**src/verilog/cdb_defines.vh**
```
// constants for the complement / decrement-skip / branch execute block
// assumes 14-bit instruction words and 8-bit data
`ifndef CDB_DEFINES_VH
`define CDB_DEFINES_VH
`define CDB_OP6_COMPLEMENT_FILE_OP 6'h09
`define CDB_OP6_DECSZ 6'h0B
`define CDB_OP3_BRANCH 3'h5
`define CDB_NOP_WORD 14'h0000
`define CDB_PC_RESET 13'h0000
`define CDB_DEST_BIT 7
`define CDB_PAGE_HI 4
`define CDB_PAGE_LO 3
`endif

```
**src/verilog/cdb_exec.v**
```verilog
// execute stage for three instructions: complement, decrement-skip-zero,
// unconditional branch. expects the register file to present the
// addressed byte combinationally on file_rd_data for file_addr.
// ce low holds every output as it stands, write pulses included, so the
// register file must gate its own writes with the same enable.
// fetch_valid low turns the slot into a bubble; the counter still steps.
//
// Overview of operation
// RL1 - 00 1001 d fffffff: invert addressed register, set zero flag from result
// RL2 - complement result goes to accumulator when d=0, to register when d=1
// RL3 - 00 1011 d fffffff decodes decrement-skip; address spans 0 to 127
// RL4 - decrement by one; result to accumulator when d=0, else register
// RL5 - zero result discards fetched next word, runs no-op; no flags change
// RL6 - 10 1 kkkkkkkkkkk is the branch; target 0..2047; flags untouched
// RL7 - branch loads 11-bit literal into program counter bits 10..0
// RL8 - branch takes counter bits 12..11 from page latch bits 4..3
// RL9 - branch takes two cycles; complement takes one
// RL10 - branch or taken skip flushes prefetched word, refetches from new counter
`timescale 1ns/1ps
`include "cdb_defines.vh"

module cdb_exec (
   clk,
   rst_b,
   ce,
   fetch_word,
   fetch_valid,
   page_latch_register,
   file_rd_data,
   file_addr,
   file_wr_en,
   file_wr_data,
   acc_wr_en,
   acc_wr_data,
   zero_wr_en,
   zero_value,
   pc_ff,
   flush,
   complement_file_op,
   decrement_skip_zero_op,
   unconditional_branch_op,
   no_operation
);
   input wire clk;
   input wire rst_b;
   input wire ce;
   input wire [13:0] fetch_word;
   input wire fetch_valid;
   input wire [7:0] page_latch_register;
   input wire [7:0] file_rd_data;
   output wire [6:0] file_addr;
   output reg file_wr_en;
   output reg [7:0] file_wr_data;
   output reg acc_wr_en;
   output reg [7:0] acc_wr_data;
   output reg zero_wr_en;
   output reg zero_value;
   output reg [12:0] pc_ff;
   output wire flush;
   output wire complement_file_op;
   output wire decrement_skip_zero_op;
   output wire unconditional_branch_op;
   output wire no_operation;

   reg [13:0] instr_ff;
   reg nop_ff;
   wire [7:0] comp_res;
   wire [7:0] dec_res;
   wire dest;
   wire skip_taken;
   reg [12:0] nxt_pc;
   reg nxt_file_wr_en;
   reg [7:0] nxt_file_wr_data;
   reg nxt_acc_wr_en;
   reg [7:0] nxt_acc_wr_data;
   reg nxt_zero_wr_en;
   reg nxt_zero_value;
   reg [13:0] nxt_instr;
   reg nxt_nop;

   ////////////////////////////////////////////////////////////////////////
   // word and byte tests; kept as functions so decode and the flag
   // logic cannot drift apart
   function cdb_is_complement_file_op;
      input [13:0] word;
      begin
         // only the top six bits; d and f never alter the opcode
         cdb_is_complement_file_op = word[13:8] == `CDB_OP6_COMPLEMENT_FILE_OP;
      end
   endfunction

   function cdb_is_decsz;
      input [13:0] word;
      begin
         // same six-bit prefix width as complement
         cdb_is_decsz = word[13:8] == `CDB_OP6_DECSZ;
      end
   endfunction

   function cdb_is_branch;
      input [13:0] word;
      begin
         // three-bit prefix; the other eleven bits are the target
         cdb_is_branch = word[13:11] == `CDB_OP3_BRANCH;
      end
   endfunction

   function cdb_is_zero;
      input [7:0] value;
      begin
         cdb_is_zero = value == 8'h00;
      end
   endfunction

   function [12:0] cdb_branch_target;
      input [7:0] page;
      input [13:0] word;
      begin
         // page bits sit above the literal; the rest of the latch is ignored
         cdb_branch_target = {page[`CDB_PAGE_HI:`CDB_PAGE_LO], word[10:0]};
      end
   endfunction

   function [12:0] cdb_next_seq;
      input [12:0] pc;
      begin
         // wraps at the top of the 8K space, the counter has no carry out
         cdb_next_seq = pc + 13'h0001;
      end
   endfunction

   ////////////////////////////////////////////////////////////////////////
   // decode of the word held in the execute slot
   // bubbles decode as nothing: nop_ff masks every opcode test
   assign complement_file_op = !nop_ff && cdb_is_complement_file_op(instr_ff); // see RL1
   assign decrement_skip_zero_op = !nop_ff && cdb_is_decsz(instr_ff); // see RL3
   assign unconditional_branch_op = !nop_ff && cdb_is_branch(instr_ff); // see RL6
   assign no_operation = nop_ff;
   assign file_addr = instr_ff[6:0]; // see RL3
   assign dest = instr_ff[`CDB_DEST_BIT];
   assign comp_res = ~file_rd_data; // see RL1
   assign dec_res = file_rd_data - 8'h01; // see RL4
   assign skip_taken = decrement_skip_zero_op && cdb_is_zero(dec_res); // see RL5
   // the slot after a branch or taken skip holds a discarded word
   assign flush = unconditional_branch_op | skip_taken; // see RL10

   always @* begin
      nxt_pc = cdb_next_seq(pc_ff);
      if (unconditional_branch_op) begin
         nxt_pc = cdb_branch_target(page_latch_register, instr_ff); // see RL7 see RL8
      end
   end

   ////////////////////////////////////////////////////////////////////////
   // write-back, one cycle after execute
   // data regs keep their value between pulses; only the enables drop
   always @* begin
      nxt_file_wr_en = 1'b0;
      nxt_file_wr_data = file_wr_data;
      nxt_acc_wr_en = 1'b0;
      nxt_acc_wr_data = acc_wr_data;
      nxt_zero_wr_en = 1'b0; // see RL5 see RL6
      nxt_zero_value = zero_value;
      if (complement_file_op) begin
         nxt_file_wr_en = dest; // see RL2
         nxt_acc_wr_en = !dest; // see RL2
         nxt_file_wr_data = comp_res;
         nxt_acc_wr_data = comp_res;
         nxt_zero_wr_en = 1'b1; // see RL1
         nxt_zero_value = cdb_is_zero(comp_res);
      end else if (decrement_skip_zero_op) begin
         // decrement-skip leaves the zero flag alone; only complement loads it
         nxt_file_wr_en = dest; // see RL4
         nxt_acc_wr_en = !dest; // see RL4
         nxt_file_wr_data = dec_res;
         nxt_acc_wr_data = dec_res;
      end
   end

   always @(posedge clk or negedge rst_b) begin
      if (!rst_b) begin
         // reset clears the pulses so no stray write follows power-up
         file_wr_en <= 1'b0;
         file_wr_data <= 8'h00;
         acc_wr_en <= 1'b0;
         acc_wr_data <= 8'h00;
         zero_wr_en <= 1'b0;
         zero_value <= 1'b0;
      end else if (ce) begin
         file_wr_en <= nxt_file_wr_en;
         file_wr_data <= nxt_file_wr_data;
         acc_wr_en <= nxt_acc_wr_en;
         acc_wr_data <= nxt_acc_wr_data;
         zero_wr_en <= nxt_zero_wr_en;
         zero_value <= nxt_zero_value;
      end
   end

   ////////////////////////////////////////////////////////////////////////
   // instruction slot and program counter; flush turns the next slot into
   // a no-op, giving two cycles for branch and taken skip
   // the counter steps even on a bubble so fetch stays one word ahead
   always @* begin
      nxt_instr = fetch_word; // see RL9
      nxt_nop = 1'b0;
      if (flush || !fetch_valid) begin
         nxt_instr = `CDB_NOP_WORD; // see RL5 see RL9 see RL10
         nxt_nop = 1'b1;
      end
   end

   // ce gates the whole update, freezing state and pulses alike
   always @(posedge clk or negedge rst_b) begin
      if (!rst_b) begin
         instr_ff <= `CDB_NOP_WORD;
         nop_ff <= 1'b1;
         pc_ff <= `CDB_PC_RESET;
      end else if (ce) begin
         pc_ff <= nxt_pc; // see RL10
         instr_ff <= nxt_instr;
         nop_ff <= nxt_nop;
      end
   end
endmodule // cdb_exec

```
**config.mk**
```make
export PLATFORM = sky130hd
export DESIGN_NAME = cdb_exec
export DESIGN_NICKNAME = d
export VERILOG_FILES = /design/src/verilog/cdb_exec.v
export VERILOG_INCLUDE_DIRS = /design/src /design/src/verilog
export SDC_FILE = /design/constraint.sdc
export NUM_CORES = 1
export LEC_CHECK = 0
export BUFFER_PORTS_ARGS = -buffer_cell sky130_fd_sc_hd__buf_4
export CORE_ASPECT_RATIO = 1.2
export CORE_MARGIN = 3
export CORE_UTILIZATION = 56
export CTS_BUF_LIST = sky130_fd_sc_hd__clkbuf_8
export CTS_CLUSTER_DIAMETER = 30
export DETAILED_ROUTE_END_ITERATION = 8
export PLACE_DENSITY_LB_ADDON = 0.2
export SYNTH_ARGS = -nofsm -noshare
export SYNTH_HDL_FRONTEND = slang
export SYNTH_SLANG_ARGS = --single-unit
```
**constraint.sdc**
```tcl
create_clock -name clk -period 5.85 [get_ports clk]
set_input_delay 0.8775 -clock clk [delete_from_list [all_inputs] [get_ports clk]]
set_output_delay 0.8775 -clock clk [all_outputs]
set_load 0.01 [all_outputs]
```
* Word-level counts from Yosys, hierarchy flattened
Index checks and enable logic that the tools add are counted.
Cells by class: add/sub/neg operators 2, $mul 0, divide/modulo/power cells 0, order comparisons 0, eq/ne operators 3, shift operators 0, muxes and demuxes 10, bitwise gates (word level) 2, reduce and logical (&&, ||, !) cells 13
Operators by type and width (count):
- zero test 8 bit | 2
- two-way mux 8 bit | 2
- two-way mux 14 bit | 1
- adder 13 x 1 -> 13 bit, second input constant | 1
- two-way mux 13 bit | 1
- == test 6 x 4 -> 1 bit, second input constant | 2
- inverter 8 bit | 1
- subtractor 8 x 1 -> 8 bit, second input constant | 1
- two-way mux 1 bit | 6
- logical AND 1 bit | 4
- AND reduction 2 bit | 2
- == test 3 bit, second input constant | 1
- zero test 1 bit | 3
- nonzero test 2 bit | 1
- logical OR 1 bit | 1
- OR 1 bit | 1
Word-level totals: register bits after elaboration 40, bits in latches 0, memory bits (writable) 0, bits in read-only memories 0, input bits 34, output and inout port bits 45, word-level logic and storage cells 38, memories 0

* Logic depth before layout (Yosys ltp)
depth after elaboration 6, mapped depth 10

* Worst setup path after synthesis
OpenSTA, ideal clock, no wires.
kind input to output, from in file_rd_data[1], to out flush, data arrival time 2.358 ns, required time 4.973 ns, path slack 2.615 ns, cell stages on the path 10, path buffers 3, cells stage by stage inv_1 > ha_1 > buf_2 > nor4b_1 > a22oi_1 > o211ai_1 > and4_1 > buf_6 > buf_8 > or2_1
Between the ends: longest elaborated chain between the ends 4
RTL lines:
- start, declared | line cdb_exec.v:50 | input wire [7:0] file_rd_data;
- subtractor 8 x 1 -> 8 bit | line cdb_exec.v:142 | assign dec_res = file_rd_data - 8'h01;
- zero test 8 bit | line cdb_exec.v:111 | cdb_is_zero = value == 8'h00;
- logical AND 1 bit | line cdb_exec.v:143 | assign skip_taken = decrement_skip_zero_op && cdb_is_zero(dec_res);
- OR 1 bit | line cdb_exec.v:145 | assign flush = unconditional_branch_op | skip_taken;
- end, declared | line cdb_exec.v:59 | output wire flush;
No other way between the ends.

* Worst setup path in the final report
from in file_rd_data[0], to out flush
Same word-level chain as after synthesis.

==> summary.txt <==
clk slew on worst S/H paths = 0.07 ns
die height = 76.89 um
Placement Cell Area = 2764 sq um
most common cell in the synthesized netlist = dfrtp_1
Post-synth EDFFs = 0
post-route insts no fill = 365
simple-gate share of the synthesized area = 0.1526
RSZ-0062 raised after global routing = no
Antenna diodes = 0
CP required = 4.97 ns
Die Width = 65.07 um
Yosys reg bits = 40
Switch Pwr = 0.0002768 W
WHS Endpoint = file_wr_data[0]
Crit Path Class = in -> out
antenna violations before repair = 0
number of max-cap violations = 0
Syn Nets = 299
async set-reset flop share out of synthesis = 1.000
TNS Setup = 0 ns
RR Startpoint = no_operation
peak supply drop = 0.1651 mV
fmax = 0.2850 GHz
hold-fix buffers at CTS = 0
top post-synthesis cells by area = dfrtp_1, inv_1, o32ai_2
Crit path top cell by count = buf_4
slowest CP cell = nor4b_1
Boundary Pins = 79
Top FF cell, synth = dfrtp_1
Crit path max-delay family = simple AND/OR/NAND/NOR gates
Crit. path cell count = 10
Min-Delay Path Depth = 2
ANT nets after route = 0
Syn-to-layout area delta = 21.18%
Mapped Cells = 261
Worst Setup Start Kind = input pin
share of cells above drive strength 1 = 0.2894
CTS tree = yes
# rows = 25
CTS Buf Count = 5
worst-skew pair later-pin latency = 0.29 ns
largest net degree at the start of global routing = 49
final setup violating endpoints = 0
Switching Fraction = 0.3372
Yosys cell types = 43
Arr. time, crit path = 2.63 ns
part of the power in the clock network = 0.204
# nets final = 349
Critical Path End Type = primary output
Detail Placement HPWL = 3860 um
Internal Pwr Total = 0.0005442 W
routability cong. = 0.8715
number of fill cells = 340
Overall Global Routing Usage = 0.2242
Slew @ Worst Pin = 0.8503 ns
min-delay src = file_wr_data[0]
vias in the first global route = 1976
first-pass GRT wire length = 8907 um
DRC Markers = 0
Core Area = 3973 sq um
Pleak = 1.384 nW
die area = 5003 sq um
GRT Residual Overflow = 0
CTS root buf = clkbuf_8
clock skew = 0.005624 ns
leading area contributor after synthesis = dfrtp_1
R2R Setup Slk = 3.28 ns
Wirelength per Cell = 14.45 um
cell chain of the critical path = buf_4 -> inv_1 -> ha_1 -> nor4b_1 -> a22oi_1 -> o211ai_1 -> and4_1 -> buf_4 -> or2_1 -> buf_4
clock sinks = 40
post-synth top area share = 0.4162
Initial DRT Pass Iterations = 4
H-tree depth = 2
sequential share of power = 0.478
R2R cell count = 4
DR vias/cell = 5.619
dpl cells = 358
via count = 2051
Cell Pwr Density = 288.9 nW/um^2
max_slew headroom = 0.4318
final core utilization = 0.7153
Final period util = 0.5999
Tot Pwr = 0.0008210 W
final wirelength = 5274 um
CP Buf/Inv Count = 4
status = finished, final reports clean
sequential-to-total area share from yosys stat = 0.4274
post-route minimum period = 3.509 ns
Clock Tree Buf Depth = 2
Mapped Avg Cell Area = 8.984 sq um
number of setup buffers added after CTS = 0
port buffer count = 72
post-CTS resize count = 0
mux contribution to synthesized area = 0
Logic pwr share = 0.318
Slew Viols, Final = 0
post-route cell area = 2841 sq um
combinational family with the most area after synthesis = compound AO/OA/AOI/OAI gates
synthesis warning total = 0
DR iter-0 viols = 172
Synth Area in XOR/XNOR = 0.02615
post-synthesis compound-gate area fraction = 0.2311
CP Max Fanout = 16
largest stage delay on the critical path = 0.33 ns
Hold Vio Cnt, Final = 0
Synth Cell Area = 2345 sq um
Initial Util = 0.5902
Synth top cells by count = dfrtp_1, inv_1, nand2_1, o21ai_0, a21oi_1
Min-Delay Path Class = reg -> reg
r2r endpoint = instr_ff[6]
Adder-Cell Fraction of Synth Area = 0.02134
[metrics by stage]
stage / hold WS [ns] / worst slack, ns
after CTS: 0.5210 / 2.352
after detailed placement: 0.5027 / 2.361
after global routing: 0.5453 / 2.185
final: 0.5156 / 2.341
after floorplan: 0.4771 / 2.615
after global placement: 0.4949 / 2.345
[cell families after synthesis]
| family | after synthesis |
|---|---|
| AO/OA/AOI/OAI | 75 |
| XOR/XNOR | 7 |
| adder cells (fa/ha/maj) | 4 |
| buffers and inverters | 66 |
| flip-flops | 40 |
| AND/OR/NAND/NOR | 69 |
[registers in the layout, summed over array words and instances, names as in the netlist]
register and count:
pc_ff 13, file_wr_en 1, no_operation 1, file_wr_data 8, instr_ff 14, zero_wr_en 1, acc_wr_en 1, zero_value 1
[layout make-up]
type	instances	area (sq um)	area share
Clock inverter	2	8.758	0.003082
Inverter	36	135.1	0.04756
Sequential cell	40	1002	0.3527
Clock buffer	5	68.82	0.02422
Tap cell	54	67.56	0.02378
Timing Repair Buffer	73	548.0	0.1929
Multi-Input combinational cell	155	1011	0.3558
[cell usage in the layout (no fill, tap or decap), types with 4 or more instances in the layout]
cell	instances
a21oi_1	17
and3_1	4
buf_4	73
clkbuf_8	5
dfrtp_1	39
ha_1	4
inv_1	36
nand2_1	22
nand3_1	10
nand4_1	4
nor2_1	11
nor3_1	4
o21ai_0	22
o22ai_1	7
o32ai_1	7
o32ai_2	8
xor2_1	5
[power groups by stage]
stage / Clock (W) / Sequential [W] / Combinational (W)
6_report: 0.000167 / 0.000393 / 0.000261
4_1_cts: 0.000174 / 0.000392 / 0.000264
2_1_floorplan: 0 / 0.000405 / 0.000129
3_5_place_dp: 0 / 0.000397 / 0.000264
5_1_grt: 0.000187 / 0.000402 / 0.000290
3_3_place_gp: 0 / 0.000394 / 0.000256
[layer usage]
layer | wire, um | global-route usage
met1 | 2085 | 0.2624
met2 | 2763 | 0.4033
met3 | 327 | 0.04246
met4 | 97 | 0.07676
met5 | 0 | 0
[worst reg2reg max path, delay by kind of cell (launching register included)]
family | cells | cell delay (ns)
flip-flops | 1 | 0.54
AO/OA/AOI/OAI | 1 | 0.49
AND/OR/NAND/NOR | 3 | 1.43
[worst max path at each step]
stage | from | endpoint | slack, ns
after detailed placement | file_rd_data[0] | flush | 2.36
after global routing | file_rd_data[0] | flush | 2.18
after global placement | file_rd_data[0] | flush | 2.34
final | file_rd_data[0] | flush | 2.34
after floorplan | file_rd_data[1] | flush | 2.61
after CTS | file_rd_data[0] | flush | 2.35
Note: power is estimated with default switching activity, not from simulation.
